### config.mk
export PLATFORM = sky130hd
export DESIGN_NAME = spc_core
export DESIGN_NICKNAME = d
export VERILOG_FILES = /design/src/spc_pkg.sv /design/src/spc_core.sv
export SDC_FILE = /design/constraint.sdc
export NUM_CORES = 1
export LEC_CHECK = 0
export ABC_AREA = 0
export BUFFER_PORTS_ARGS = -buffer_cell sky130_fd_sc_hd__buf_2
export CAP_MARGIN = 40
export CORE_MARGIN = 2
export CORE_UTILIZATION = 32
export CTS_BUF_LIST = sky130_fd_sc_hd__clkbuf_16
export CTS_CLUSTER_SIZE = 16
export DETAILED_ROUTE_END_ITERATION = 8
export PLACE_DENSITY_LB_ADDON = 0.15
export SLEW_MARGIN = 30
export SYNTH_ARGS = -nofsm -noshare
export SYNTH_HDL_FRONTEND = slang
export SYNTH_SLANG_ARGS = --single-unit
### constraint.sdc
create_clock -name clk_i -period 15.4 [get_ports clk_i]
set_input_delay 3.08 -clock clk_i [delete_from_list [all_inputs] [get_ports clk_i]]
set_output_delay 3.08 -clock clk_i [all_outputs]
set_load 0.03 [all_outputs]
### src/spc_pkg.sv
// Package with timing constants and state types for the switching supply control core.
`default_nettype none
package spc_pkg;
  localparam int CLK_HZ = 10_000_000;
  localparam int STEP_TIME_US = 300;
  localparam int STEP_CYCLES = STEP_TIME_US * (CLK_HZ / 1_000_000);
  localparam int SS_STEPS = 32;
  localparam int SS_TIME_MS = 10;
  localparam int SS_CYCLES = SS_TIME_MS * (CLK_HZ / 1000);
  localparam int SW_FREQ_HZ = 100_000;
  localparam int PERIOD_CYCLES = CLK_HZ / SW_FREQ_HZ;
  localparam int JITTER_PCT = 4;
  localparam int JITTER_CYCLES = (PERIOD_CYCLES * JITTER_PCT) / 100;
  localparam int JITTER_TIME_MS = 4;
  localparam int JITTER_CYCLES_TOTAL = JITTER_TIME_MS * (CLK_HZ / 1000);
  localparam int MAX_DUTY_LIMIT_NUM = 3;
  localparam int MAX_DUTY_LIMIT_DEN = 4;
  localparam int LEB_TIME_NS = 220;
  localparam int LEB_CYCLES = (LEB_TIME_NS * (CLK_HZ / 1_000_000) + 999) / 1000;
  localparam int SWD_TIME_NS = 190;
  localparam int SWD_CYCLES = (SWD_TIME_NS * (CLK_HZ / 1_000_000) + 999) / 1000;
  localparam int BLANK_TIME_MS = 20;
  localparam int BLANK_CYCLES = BLANK_TIME_MS * (CLK_HZ / 1000);
  localparam int RESTART_SPIKE_US = 25;
  localparam int RESTART_SPIKE_CYCLES = RESTART_SPIKE_US * (CLK_HZ / 1_000_000);
  typedef enum logic [1:0] {
    SPC_OFF,
    SPC_SOFT,
    SPC_NORMAL,
    SPC_HALT
  } spc_mode_type;
endpackage
`default_nettype wire

### src/spc_core.sv
// Digital control core: soft start, jittered oscillator, pulse latch, blanking and burst/restart timers.
//
// Summary of operation
// - Soft start begins when supply rises above the on-threshold.
// - Soft start reference rises in 32 counter-driven steps.
// - One step every 300us, lowering sink so permitted duty grows.
// - Soft start ends 10ms after switch-on; the sink is then disabled.
// - Allowed duty grows from zero to normal maximum during soft start.
// - Every auto-restart attempt reruns the full soft start.
// - Switch at 100kHz, jittered by 4 percent over a 4ms period.
// - On-time never exceeds 0.75 of the switching period.
// - Jitter only in normal operation; fixed frequency before.
// - Oscillator sets the latch; duty, soft start or limit comparators clear it.
// - Gate goes off at once whenever the latch is cleared.
// - Gate held low while supply is below the off-threshold.
// - Peak current over limit clears the latch at once.
// - Limit, burst limit and duty comparators ignored 220ns after turn-on.
// - In burst mode the reduced current limit comparator is enabled.
// - Short-winding detection must persist 190ns before latching off.
// - 20ms blanking must elapse before burst or restart entry.
// - After 20ms the blanking pin clamp is released to charge.
// - Pin at 4.0V plus 25us spike blanking activates auto restart.
// - Overload blanking timer stays disabled until start up completes.
// - Burst uses basic blanking; restart uses basic plus extendable blanking.
// - Feedback below 1.23V for 20ms enters burst mode.
// - Feedback above 4.2V starts the overload blanking count.
`default_nettype none
module spc_core
  import spc_pkg::*;
#(
  parameter int SS_CYC = SS_CYCLES,
  parameter int STEP_CYC = STEP_CYCLES,
  parameter int BLANK_CYC = BLANK_CYCLES,
  parameter int JIT_CYC = JITTER_CYCLES_TOTAL
) (
  input wire logic clk_i,
  input wire logic nrst_i,
  input wire logic supply_on_i,
  input wire logic supply_ok_i,
  input wire logic duty_cmp_i,
  input wire logic peak_limit_cmp_i,
  input wire logic burst_limit_cmp_i,
  input wire logic short_winding_cmp_i,
  input wire logic fb_low_cmp_i,
  input wire logic fb_high_cmp_i,
  input wire logic blanking_level_cmp_i,
  input wire logic restart_done_i,
  output logic gate_o,
  output logic [4:0] soft_start_reference_o,
  output logic soft_start_sink_o,
  output logic blanking_clamp_switch_o,
  output logic burst_mode_o,
  output logic auto_restart_o,
  output logic latched_off_o
);
  localparam int PW = $clog2(PERIOD_CYCLES + JITTER_CYCLES + 1);
  localparam int SW = $clog2(SS_CYC + 1);
  localparam int KW = $clog2(STEP_CYC + 1);
  localparam int BW = $clog2(BLANK_CYC + 1);
  localparam int JW = $clog2(JIT_CYC + 1);
  localparam int RW = $clog2(RESTART_SPIKE_CYCLES + 1);
  localparam int WW = $clog2(SWD_CYCLES + 1);
  localparam int JSTEP = JIT_CYC / (4 * JITTER_CYCLES);

  // Pin inputs pass two flip-flops before any logic reads them.
  localparam int NIN = 10;
  logic [NIN-1:0] raw, s1, s2;
  assign raw = {supply_on_i, supply_ok_i, duty_cmp_i, peak_limit_cmp_i, burst_limit_cmp_i,
                short_winding_cmp_i, fb_low_cmp_i, fb_high_cmp_i, blanking_level_cmp_i,
                restart_done_i};
  always_ff @(posedge clk_i or negedge nrst_i) begin
    if (!nrst_i) begin
      s1 <= '0;
      s2 <= '0;
    end else begin
      s1 <= raw;
      s2 <= s1;
    end
  end
  logic on_s, ok_s, duty_s, peak_s, bl_s, sw_s, fbl_s, fbh_s, blv_s, rdone_s;
  assign {on_s, ok_s, duty_s, peak_s, bl_s, sw_s, fbl_s, fbh_s, blv_s, rdone_s} = s2;

  spc_mode_type mode, next_mode;
  logic [SW-1:0] ss_cnt, next_ss_cnt;
  logic [KW-1:0] step_cnt, next_step_cnt;
  logic [4:0] ref_lvl, next_ref_lvl;
  logic [PW-1:0] ph, next_ph, per, next_per;
  logic [JW-1:0] jcnt, next_jcnt;
  logic [PW-1:0] jofs, next_jofs;
  logic jup, next_jup;
  logic latch, next_latch;
  logic [PW-1:0] on_cnt, next_on_cnt;
  logic [BW-1:0] bcnt, next_bcnt, ocnt, next_ocnt;
  logic [RW-1:0] rcnt, next_rcnt;
  logic [WW-1:0] swcnt, next_swcnt;
  logic burst, next_burst, clamp, next_clamp, restart, next_restart, lat_off, next_lat_off;
  logic [PW-1:0] max_on, ss_on;
  logic blank_done, reset_cond, osc_pulse;

  always_comb begin
    next_mode = mode;
    next_ss_cnt = ss_cnt;
    next_step_cnt = step_cnt;
    next_ref_lvl = ref_lvl;
    reset_cond = !ok_s || lat_off;
    unique case (mode)
      SPC_OFF: begin
        if (on_s && !lat_off) begin
          next_mode = SPC_SOFT;
          next_ss_cnt = '0;
          next_step_cnt = '0;
          next_ref_lvl = '0;
        end
      end
      SPC_SOFT: begin
        next_ss_cnt = SW'(ss_cnt + 1'b1);
        if (step_cnt == KW'(STEP_CYC - 1)) begin
          next_step_cnt = '0;
          if (ref_lvl != 5'(SS_STEPS - 1)) begin
            next_ref_lvl = ref_lvl + 5'h01;
          end
        end else begin
          next_step_cnt = KW'(step_cnt + 1'b1);
        end
        if (ss_cnt == SW'(SS_CYC - 1)) begin
          next_mode = SPC_NORMAL;
        end
      end
      SPC_NORMAL: begin
        if (restart) begin
          next_mode = SPC_HALT;
        end
      end
      SPC_HALT: begin
        // Each restart attempt goes back through the full soft start.
        if (rdone_s) begin
          next_mode = SPC_OFF;
        end
      end
    endcase
    if (reset_cond) begin
      next_mode = SPC_OFF;
      next_ref_lvl = '0;
    end
  end

  // Oscillator with triangular jitter of the period in normal mode only.
  always_comb begin
    next_jcnt = jcnt;
    next_jofs = jofs;
    next_jup = jup;
    if (mode == SPC_NORMAL) begin
      if (jcnt == JW'(JSTEP - 1)) begin
        next_jcnt = '0;
        if (jup) begin
          next_jofs = PW'(jofs + 1'b1);
          if (jofs == PW'(2 * JITTER_CYCLES - 1)) begin
            next_jup = 1'b0;
          end
        end else begin
          next_jofs = PW'(jofs - 1'b1);
          if (jofs == PW'(1)) begin
            next_jup = 1'b1;
          end
        end
      end else begin
        next_jcnt = JW'(jcnt + 1'b1);
      end
    end else begin
      next_jcnt = '0;
      next_jofs = PW'(JITTER_CYCLES);
      next_jup = 1'b1;
    end
    osc_pulse = (ph == PW'(per - 1'b1));
    next_ph = osc_pulse ? '0 : PW'(ph + 1'b1);
    // Period span is 100kHz plus or minus 4 percent.
    next_per = osc_pulse ? PW'(PERIOD_CYCLES - JITTER_CYCLES) + next_jofs : per;
  end

  // Pulse latch with duty limit, blanking and comparator resets.
  always_comb begin
    max_on = PW'((per * MAX_DUTY_LIMIT_NUM) / MAX_DUTY_LIMIT_DEN);
    ss_on = PW'((max_on * ref_lvl) / SS_STEPS);
    next_latch = latch;
    next_on_cnt = latch ? PW'(on_cnt + 1'b1) : '0;
    if (mode == SPC_OFF || mode == SPC_HALT || !ok_s || lat_off || restart) begin
      next_latch = 1'b0;
    end else if (osc_pulse && !(mode == SPC_SOFT && ss_on == '0)) begin
      next_latch = 1'b1;
      next_on_cnt = '0;
    end else if (latch) begin
      if (PW'(on_cnt + 1'b1) >= max_on) begin
        next_latch = 1'b0;
      end else if (mode == SPC_SOFT && PW'(on_cnt + 1'b1) >= ss_on) begin
        next_latch = 1'b0;
      end else if (on_cnt >= PW'(LEB_CYCLES)) begin
        if (peak_s || duty_s || (burst && bl_s)) begin
          next_latch = 1'b0;
        end
      end
    end
  end

  // Burst and overload blanking, restart chain, short-winding filter.
  always_comb begin
    next_bcnt = bcnt;
    next_ocnt = ocnt;
    next_burst = burst;
    next_clamp = clamp;
    next_rcnt = rcnt;
    next_restart = restart;
    next_swcnt = swcnt;
    next_lat_off = lat_off;
    blank_done = 1'b0;
    if (mode != SPC_NORMAL) begin
      next_bcnt = '0;
      next_ocnt = '0;
      next_clamp = 1'b1;
      next_rcnt = '0;
      next_burst = 1'b0;
    end else begin
      if (fbl_s && !burst) begin
        if (bcnt == BW'(BLANK_CYC - 1)) begin
          next_burst = 1'b1;
          next_bcnt = '0;
        end else begin
          next_bcnt = BW'(bcnt + 1'b1);
        end
      end else begin
        next_bcnt = '0;
      end
      if (fbh_s) begin
        next_burst = 1'b0;
        if (ocnt == BW'(BLANK_CYC - 1)) begin
          blank_done = 1'b1;
        end else begin
          next_ocnt = BW'(ocnt + 1'b1);
        end
        if (blank_done) begin
          next_clamp = 1'b0;
        end
      end else begin
        next_ocnt = '0;
        next_clamp = 1'b1;
      end
      if (!clamp && blv_s) begin
        if (rcnt == RW'(RESTART_SPIKE_CYCLES - 1)) begin
          next_restart = 1'b1;
        end else begin
          next_rcnt = RW'(rcnt + 1'b1);
        end
      end else begin
        next_rcnt = '0;
      end
    end
    if (mode == SPC_HALT && rdone_s) begin
      next_restart = 1'b0;
    end
    // Short spikes on the short-winding detector must not latch the part off.
    if (sw_s && latch) begin
      if (swcnt == WW'(SWD_CYCLES - 1)) begin
        next_lat_off = 1'b1;
      end else begin
        next_swcnt = WW'(swcnt + 1'b1);
      end
    end else begin
      next_swcnt = '0;
    end
    if (!on_s && !ok_s) begin
      next_lat_off = 1'b0;
    end
  end

  always_ff @(posedge clk_i or negedge nrst_i) begin
    if (!nrst_i) begin
      mode <= SPC_OFF;
      ss_cnt <= '0;
      step_cnt <= '0;
      ref_lvl <= '0;
      ph <= '0;
      per <= PW'(PERIOD_CYCLES);
      jcnt <= '0;
      jofs <= PW'(JITTER_CYCLES);
      jup <= 1'b1;
      latch <= 1'b0;
      on_cnt <= '0;
      bcnt <= '0;
      ocnt <= '0;
      rcnt <= '0;
      swcnt <= '0;
      burst <= 1'b0;
      clamp <= 1'b1;
      restart <= 1'b0;
      lat_off <= 1'b0;
    end else begin
      mode <= next_mode;
      ss_cnt <= next_ss_cnt;
      step_cnt <= next_step_cnt;
      ref_lvl <= next_ref_lvl;
      ph <= next_ph;
      per <= next_per;
      jcnt <= next_jcnt;
      jofs <= next_jofs;
      jup <= next_jup;
      latch <= next_latch;
      on_cnt <= next_on_cnt;
      bcnt <= next_bcnt;
      ocnt <= next_ocnt;
      rcnt <= next_rcnt;
      swcnt <= next_swcnt;
      burst <= next_burst;
      clamp <= next_clamp;
      restart <= next_restart;
      lat_off <= next_lat_off;
    end
  end

  // Outputs are registered from the next-state values; the gate changes in the same cycle as the latch.
  always_ff @(posedge clk_i or negedge nrst_i) begin
    if (!nrst_i) begin
      gate_o <= 1'b0;
      soft_start_reference_o <= '0;
      soft_start_sink_o <= 1'b0;
      blanking_clamp_switch_o <= 1'b1;
      burst_mode_o <= 1'b0;
      auto_restart_o <= 1'b0;
      latched_off_o <= 1'b0;
    end else begin
      gate_o <= next_latch;
      soft_start_reference_o <= next_ref_lvl;
      soft_start_sink_o <= (next_mode == SPC_SOFT);
      blanking_clamp_switch_o <= next_clamp;
      burst_mode_o <= next_burst;
      auto_restart_o <= next_restart;
      latched_off_o <= next_lat_off;
    end
  end
endmodule
`default_nettype wire

==> results of run 1 <==
==> area by class of cell <==
| cell class | count | area share [%] |
|---|---|---|
| clock inverters | 15 | 1.38 |
| flip-flops and latches | 153 | 37.8 |
| multi-input cells | 697 | 48.0 |
| inverters | 54 | 2.00 |
| repair buffers | 29 | 2.02 |
| clock buffers | 17 | 4.19 |
| well taps | 378 | 4.66 |
==> cell families after synthesis <==
kind of cell	after synthesis	share of synthesized area, %
and+or+nand+nor	375	20.9
buffers and inverters	75	3.20
adders and majority gates	82	12.7
AOI/OAI and AO/OA	139	10.3
muxes	6	0.737
xor gates and xnor gates	95	9.57
DFF	153	42.6
==> metal layers <==
layer  track usage [%]  wire length [um]  vias up
met5                 0                 0        -
met3              2.28               331       13
met2              20.8              8060       58
met4              3.98               219        0
met1              18.6              9310     2996
li1                  -                 -     3232
==> sequential cells by signal, indices dropped and copies added, names as in the netlist, 8 cells and up <==
signal    count
jcnt         16
rcnt          8
ocnt         18
s1           10
ss_cnt       17
step_cnt     12
s2           10
bcnt         18
==> how the worst max path moves through the flow <==
stage	start	end	cells after the start
6_report	per[2]	gate_o	23
5_1_grt	per[2]	gate_o	23
4_1_cts	per[2]	gate_o	23
3_5_place_dp	per[2]	gate_o	23
3_3_place_gp	per[2]	gate_o	23
2_1_floorplan	per[2]	gate_o	24
==> cell usage in the layout, fill, tap and decap left out, types with 18 or more instances in the layout <==
cell type / count
inv_1: 54
and2_1: 20
dfrtp_1: 147
nand2_1: 77
xor2_1: 59
ha_1: 67
nand3_1: 44
nand4_1: 18
o21ai_0: 37
nor2_1: 107
xnor2_1: 33
buf_2: 21
a21oi_1: 43
==> worst max-delay path, delay by kind of cell (launching register included) <==
kind	cells	cell delay, ns
AO/OA/AOI/OAI	9	1.40
XOR/XNOR	2	0.74
adder cells (fa/ha/maj)	6	2.38
buffers and inverters	2	0.19
flip-flops	1	0.56
AND/OR/NAND/NOR	4	0.77
==> report_power, final <==
| part | internal (mW) | switching [mW] | total [mW] |
|---|---|---|---|
| Sequential | 0.417 | 0.0151 | 0.432 |
| Combinational | 0.0433 | 0.103 | 0.146 |
| Clock | 0.226 | 0.179 | 0.405 |
==> stage by stage <==
stage / util, % / worst slack [ns] / std cells / power [mW]
finish: 36.7 / 9.24 / 1343 / 0.982
global route: 36.7 / 8.78 / 1343 / 1.04
detailed placement: 34.5 / 9.28 / 1310 / 0.589
floorplan: - / 9.82 / 925 / 0.539
CTS: 36.6 / 9.25 / 1342 / 1.00
global placement: 34.4 / 9.40 / 1308 / 0.588
==> flow_summary.ini, run 1 <==
[timing]
setup_violations = 0
relSlewSlack_pct = 50.9
worstMarginPinSlew_ns = 0.736
setup_tns_ns = 0
final.min_clock_period_ns = 6.16
holdWs_ns = 0.347
skew_ns = 0.0146
finalHoldViolations = 0
fin_crit_sh_pct = 40.0
max_freq_mhz = 162
final_max_slew_viol_count = 0
grt_setup_unrepaired = false

[synthesis]
synth_area_leaders = dfrtp_1, ha_1, xor2_1
synth_cell_type_count = 69
yosysWarnings = 0
synth_commonest_cells = dfrtp_1, nor2_1, nand2_1
synth_top_area_share_pct = 40.9
ys_seq_area_share_pct = 42.6
ys.flop_type = dfrtp_1
synth.most_common_cell = dfrtp_1
avgSynthCellArea_um2 = 9.73
async_reset_ff_share_pct = 100
yosys.area.top_type = dfrtp_1
ys_seq_elements = 153
netlist_area_um2 = 9000
synth_edf_count = 0
synth_cells = 925
syn_nets = 1019

[critical_path]
reg2reg_from = per[2]
crit_chain = inv_1, ha_1, a21o_1, a21oi_1, o21bai_1, a21oi_1, xor2_1, nand2_1, fa_1, fa_1, inv_1, fa_1, ha_1, and4_1, and2_1, o21ai_0, and3b_1, xor2_2, ha_1, a211oi_1, o21ai_0, o211ai_1, a21o_1
cp-end-kind = flop
r2r_setup_slack_ns = 9.24
start_kind = flop
slowest_stage = dfstp_2
reg2regPathDepth = 23
slowest_delay_ns = 0.56
path_max_fanout = 6
crit_type = flop to flop
crit_arrival_ns = 6.47
r2r_end = gate_o
cp.required_ns = 15.71

[clock_network]
hold_buffers = 0
cts_sinks = 153
path_clk_slew_ns = 0.07
cts_root_buf = clkbuf_16
post_cts_buffers = 0
insertion_delay_ns = 0.42
cts_max_level = 4
cts_max_path_buffers = 2
post_cts_resized = 0
cts_tree = yes
cts-buffers-inserted = 17

[floorplanning]
initial_core_util_pct = 32.5
die_h_um = 172
die-width_um = 172
die_area_um2 = 29500
coreArea_um2 = 27700
rows = 61
io-pin-count = 23

[route]
drt-initial-drc-count = 274
vias = 6299
avgRoutedWirePerCell_um = 13.3
ant_nets = 0
via_per_inst = 4.69
firstDrtPassIters = 5
drc_errors = 0
drt_wl_total_um = 17900

[worst_hold_path]
min_path_cells = 0
hold-path-endpoint = s2[8]
min-delay-start = s1[8]
holdCritPathClass = flop to flop

[final_layout]
syn_to_final_growth_pct = 12.9
drive_above_1_share_pct = 9.02
final_cell_area_um2 = 10200
fillers = 2854
ff_latch_area_um2 = 3840
multi_input_area_um2 = 4870
n_antenna_cell = 0
nNetsFinal = 1046

[pwr]
irDropWorstVdd_v = 0.0000569
p_per_area_nw_per_um2 = 96.7
p_leak_nw = 4.57

[grt]
grt_pass1_vias = 6312
grt_pass1_wl_um = 31400
grt_start_max_net_pins = 65
overflow = 0
grt_usage_pct = 13.2
antenna_found_initial = 0

[place]
gp_congestion = 0.795
post-dp-hpwl_um = 12800
place_area_um2 = 9560
port_buffers = 22

[run]
max_cap_viol_count = 0

[run_status]
status = completed
Note: power is estimated with default switching activity, not from simulation.
==> run 2: changes to the inputs <==
==> constraint.sdc (replaced) <==
create_clock -name clk_i -period 6.4 [get_ports clk_i]
set_input_delay 1.28 -clock clk_i [delete_from_list [all_inputs] [get_ports clk_i]]
set_output_delay 1.28 -clock clk_i [all_outputs]
set_load 0.03 [all_outputs]
==> run 2 against run 1 <==
Via count increased by 0.25%. First-iteration DRC count increased by 39%. Flip-flop and latch count unchanged. Critical path depth decreased by 1. Highest routed layer unchanged.
==> flow_summary.ini, run 2 (synthesized netlist as in run 1, its figures left out) <==
[run_status]
status = completed

[route]
avgRoutedWirePerCell_um = 12.9
ant_nets = 0
vias = 6315
drt-initial-drc-count = 380
drc_errors = 0
firstDrtPassIters = 5
via_per_inst = 4.70
drt_wl_total_um = 17400

[timing]
fin_ws_ns = 0.516
setup_violations = 0
fin_crit_sh_pct = 91.9
worstMarginPinSlew_ns = 0.780
finalHoldViolations = 0
setup_tns_ns = 0
final_max_slew_viol_count = 0
holdWs_ns = 0.348
final.min_clock_period_ns = 5.88
skew_ns = 0.00937
relSlewSlack_pct = 48.0
max_freq_mhz = 170
grt_setup_unrepaired = false

[run]
max_cap_viol_count = 0

[final_layout]
reg.largest.list = bcnt (18), ocnt (18), ss_cnt (17)
final_cell_area_um2 = 10100
ff_latch_area_um2 = 3840
drive_above_1_share_pct = 9.11
nNetsFinal = 1047
final_cell_mix = dfrtp_1, nor2_1, nand2_1
fillers = 2785
multi_input_area_um2 = 4880
syn_to_final_growth_pct = 12.5
post-route-util_pct = 36.5
layout_commonest_cell = dfrtp_1
n_antenna_cell = 0

[place]
gp_congestion = 0.786
place_area_um2 = 9560
pre_cts_slack_ns = 0.415
port_buffers = 22
post-dp-hpwl_um = 12300

[pwr]
comb_power_share_pct = 15.0
seq_power_share_pct = 44.5
p_sw_share_pct = 29.8
p_leak_nw = 4.56
p_per_area_nw_per_um2 = 231
clkPwrFrac_pct = 40.6
irDropWorstVdd_v = 0.000166
cellInternalPower_mw = 1.64
p_switching_mw = 0.695

[worst_hold_path]
holdCritPathClass = flop to flop
min-delay-start = s1[0]
hold-path-endpoint = s2[0]
min_path_cells = 0

[clock_network]
cts_max_level = 4
insertion_delay_ns = 0.42
cts-buffers-inserted = 17
post_cts_resized = 0
cts_sinks = 153
cts_max_path_buffers = 2
hold_buffers = 0
post_cts_buffers = 0
cts_tree = yes
path_clk_slew_ns = 0.06
cts_root_buf = clkbuf_16

[grt]
grt_pass1_vias = 6289
grt_usage_pct = 13.0
antenna_found_initial = 0
grt_pass1_wl_um = 30900
overflow = 0
grt_start_max_net_pins = 105

[critical_path]
reg2reg_from = per[2]
crit_arrival_ns = 6.19
r2r_end = gate_o
cp.required_ns = 6.71
reg2regPathDepth = 22
path_max_fanout = 8
crit_type = flop to flop
r2r_setup_slack_ns = 0.52
start_kind = flop
cp-end-kind = flop

[floorplanning]
io-pin-count = 23
die-width_um = 172
die_area_um2 = 29500
die_h_um = 172
initial_core_util_pct = 32.5
coreArea_um2 = 27700
rows = 61
[run 2: cell types whose count changed in the layout (fill, tap and decap cells not counted), sizes merged]
cell	before	now
clkinv	5	8
inv	61	59
buf	29	30
clkinvlp	2	1
[run 2: final cells by class]
type / instances / share of cell area (%)
flip-flops and latches: 153 / 37.9
multi-input cells: 697 / 48.2
repair buffers: 30 / 1.74
well taps: 378 / 4.67
inverters: 54 / 2.00
clock inverters: 15 / 1.25
clock buffers: 17 / 4.20
[run 2: layer usage]
layer	wire length, um	global-route usage [%]	vias to the layer above	part of all wire, %
met5	0	0	-	0
met4	182	3.72	0	1.0
met3	405	2.49	13	2.3
met2	7680	20.1	65	44
met1	9090	18.4	3012	52
li1	-	-	3225	-
[run 2: worst max-delay path by stage]
| stage | startpoint | endpoint | slack (ns) |
|---|---|---|---|
| 2_1_floorplan | per[2] | gate_o | 0.82 |
| 3_3_place_gp | per[2] | gate_o | 0.52 |
| 3_5_place_dp | per[2] | gate_o | 0.42 |
| 4_1_cts | per[2] | gate_o | 0.40 |
| 5_1_grt | per[2] | gate_o | 0.03 |
| 6_report | per[2] | gate_o | 0.52 |
[run 2: critical path, cell delays in order (launching register included)]
cell	delay (ns)
dfstp_2	0.56
inv_1	0.12
ha_1	0.30
a21o_1	0.18
a21oi_1	0.24
xnor2_1	0.28
nand2_1	0.13
fa_1	0.47
fa_1	0.54
inv_1	0.05
fa_1	0.50
ha_1	0.34
inv_1	0.07
o41ai_4	0.49
a211oi_1	0.17
or2_2	0.30
ha_1	0.28
a21o_1	0.10
a21o_1	0.10
a21oi_1	0.06
o21ai_0	0.16
o211ai_1	0.11
a21o_1	0.21
[run 2: metrics by stage]
stage               total power [mW]  instances
CTS                             2.39       1344
global placement                1.42       1311
detailed placement              1.42       1312
global route                    2.47       1344
floorplan                       1.30        925
finish                          2.33       1344
[run 2: power by group through the flow]
stage          Clock (mW)  Sequential, mW  Combinational [mW]
2_1_floorplan           0            1.05               0.242
3_3_place_gp            0            1.06               0.361
3_5_place_dp            0            1.06               0.360
4_1_cts             0.985            1.04               0.361
5_1_grt              1.02            1.05               0.408
6_report            0.947            1.04               0.350
==> run 3: changes to the inputs <==
--- a/config.mk
+++ b/config.mk
@@ -6,15 +6,16 @@
 export NUM_CORES = 1
 export LEC_CHECK = 0
 export ABC_AREA = 0
-export BUFFER_PORTS_ARGS = -buffer_cell sky130_fd_sc_hd__buf_2
+export BUFFER_PORTS_ARGS = -buffer_cell sky130_fd_sc_hd__clkbuf_2
 export CAP_MARGIN = 40
 export CORE_MARGIN = 2
 export CORE_UTILIZATION = 32
 export CTS_BUF_LIST = sky130_fd_sc_hd__clkbuf_16
 export CTS_CLUSTER_SIZE = 16
 export DETAILED_ROUTE_END_ITERATION = 8
-export PLACE_DENSITY_LB_ADDON = 0.15
+export PLACE_DENSITY_LB_ADDON = 0.12
 export SLEW_MARGIN = 30
 export SYNTH_ARGS = -nofsm -noshare
 export SYNTH_HDL_FRONTEND = slang
 export SYNTH_SLANG_ARGS = --single-unit
+export TNS_END_PERCENT = 100
==> run 3 against run 2 <==
Clock skew is 0.0087 ns higher. Core utilization rose by 0.31 points. Highest routed layer unchanged. Global-route usage increased by 0.26 points. Hold slack improved by 0.00075 ns. Clock-buffer cell count is the same. Via count increased by 1.7%. Maximum frequency down 0.45%. Sequential share of layout area is 0.32 points lower. Cell count rose by 0.30%. Critical path type unchanged. Combinational power about the same. Critical path depth did not move.
==> flow_summary.ini, run 3 (synthesized netlist as in run 1, its figures left out) <==
[route]
via_per_inst = 4.77
avgRoutedWirePerCell_um = 13.4
firstDrtPassIters = 5
ant_nets = 0
drt-initial-drc-count = 363
drc_errors = 0
vias = 6424
drt_wl_total_um = 18100

[final_layout]
multi_input_area_um2 = 4880
nNetsFinal = 1051
layout_commonest_cell = dfrtp_1
reg.largest.list = bcnt (18), ocnt (18), ss_cnt (17)
drive_above_1_share_pct = 9.79
n_antenna_cell = 0
final_cell_mix = dfrtp_1, nor2_1, nand2_1
final_cells = 1348
fillers = 2789
ff_latch_area_um2 = 3840
syn_to_final_growth_pct = 13.4

[floorplanning]
die_area_um2 = 29500
coreArea_um2 = 27700
die-width_um = 172
initial_core_util_pct = 32.5
io-pin-count = 23
rows = 61
die_h_um = 172

[grt]
overflow = 0
grt_start_max_net_pins = 58
antenna_found_initial = 0
grt_pass1_vias = 6256
grt_pass1_wl_um = 31600
grt_usage_pct = 13.2

[worst_hold_path]
holdCritPathClass = flop to flop
hold-path-endpoint = s2[3]
min-delay-start = s1[3]
min_path_cells = 0

[clock_network]
cts_max_level = 4
insertion_delay_ns = 0.42
cts_sinks = 153
cts_max_path_buffers = 2
cts_root_buf = clkbuf_16
cts-buffers-inserted = 17
hold_buffers = 0
path_clk_slew_ns = 0.06
cts_tree = yes

[critical_path]
reg2reg_from = per[2]
reg2regPathDepth = 22
path_max_fanout = 6
start_kind = flop
cp.required_ns = 6.70
crit_type = flop to flop
r2r_end = gate_o
cp-end-kind = flop
crit_arrival_ns = 6.21
r2r_setup_slack_ns = 0.49

[place]
port_buffers = 22
dp.cells = 1315
gp_congestion = 0.784
post-dp-hpwl_um = 12900

[timing]
setup_violations = 0
finalHoldViolations = 0
fin_crit_sh_pct = 92.3
grt_setup_unrepaired = false
worstMarginPinSlew_ns = 0.703
setup_tns_ns = 0
relSlewSlack_pct = 53.1
skew_ns = 0.0181
final_max_slew_viol_count = 0
final.min_clock_period_ns = 5.91
max_freq_mhz = 169

[pwr]
p_leak_nw = 4.60
irDropWorstVdd_v = 0.000154
p_per_area_nw_per_um2 = 232

[run_status]
status = completed

[run]
max_cap_viol_count = 0
==> run 3: timing repair <==
| action | CTS | global route |
|---|---|---|
| buffers inserted | 0 | 0 |
| resized for setup | 0 | 1 |
| hold endpoints to repair | 0 | 0 |
| endpoints found under the setup margin | 0 | 1 |
==> run 3: worst max path at each step <==
stage               startpoint      to  cells past startpoint  slack [ns]
floorplan               per[2]  gate_o                     24        0.82
global placement        per[2]  gate_o                     22        0.52
detailed placement      per[2]  gate_o                     22        0.37
CTS                     per[2]  gate_o                     22        0.35
global route            per[2]  gate_o                     22        0.06
finish                  per[2]  gate_o                     22        0.49
==> run 3: final cells by class <==
type,count,share of cell area (%)
Sequential cell,153,37.6
Clock inverter,15,1.39
Clock buffer,17,4.17
Multi-Input combinational cell,697,47.8
Timing Repair Buffer,34,2.41
Tap cell,378,4.63
Inverter,54,1.99
==> run 3: per-stage QoR <==
stage,hold slack (ns),worst slack (ns),power (mW),cell area [um2],utilization (%)
final,0.349,0.490,2.37,10200,36.8
after global routing,0.360,0.0609,2.51,10200,36.8
after CTS,0.350,0.348,2.41,10200,36.7
after detailed placement,0.335,0.369,1.42,9610,34.7
after global placement,0.333,0.516,1.42,9580,34.6
after floorplan,0.331,0.822,1.30,9000,-
==> run 3: report_power, final <==
part           internal (mW)  switching, mW  leakage [nW]
Sequential              1.00         0.0377          2.05
Combinational          0.104          0.246          2.27
Clock                  0.544          0.435         0.275
Total                   1.65          0.719          4.60
==> run 3: critical path, cell delays in order (launching register included) <==
cell,delay (ns)
dfstp_2,0.56
inv_1,0.13
fa_1,0.47
inv_1,0.07
a21oi_1,0.06
o21bai_1,0.25
xor2_2,0.36
nand2_1,0.13
fa_1,0.50
fa_1,0.54
inv_1,0.05
fa_1,0.47
ha_1,0.37
and4_1,0.25
and2_1,0.16
o21ai_0,0.24
and3b_1,0.24
xor2_2,0.28
ha_1,0.23
a211oi_1,0.05
o21ai_0,0.07
o211ai_1,0.11
a21o_1,0.21
==> run 3: per-layer routing <==
metal	global-route usage [%]	up-vias	wire length, um
li1	-	3244	-
met1	19.1	3098	9530
met2	20.4	75	8080
met3	2.28	7	414
met4	3.54	0	109
met5	0	-	0
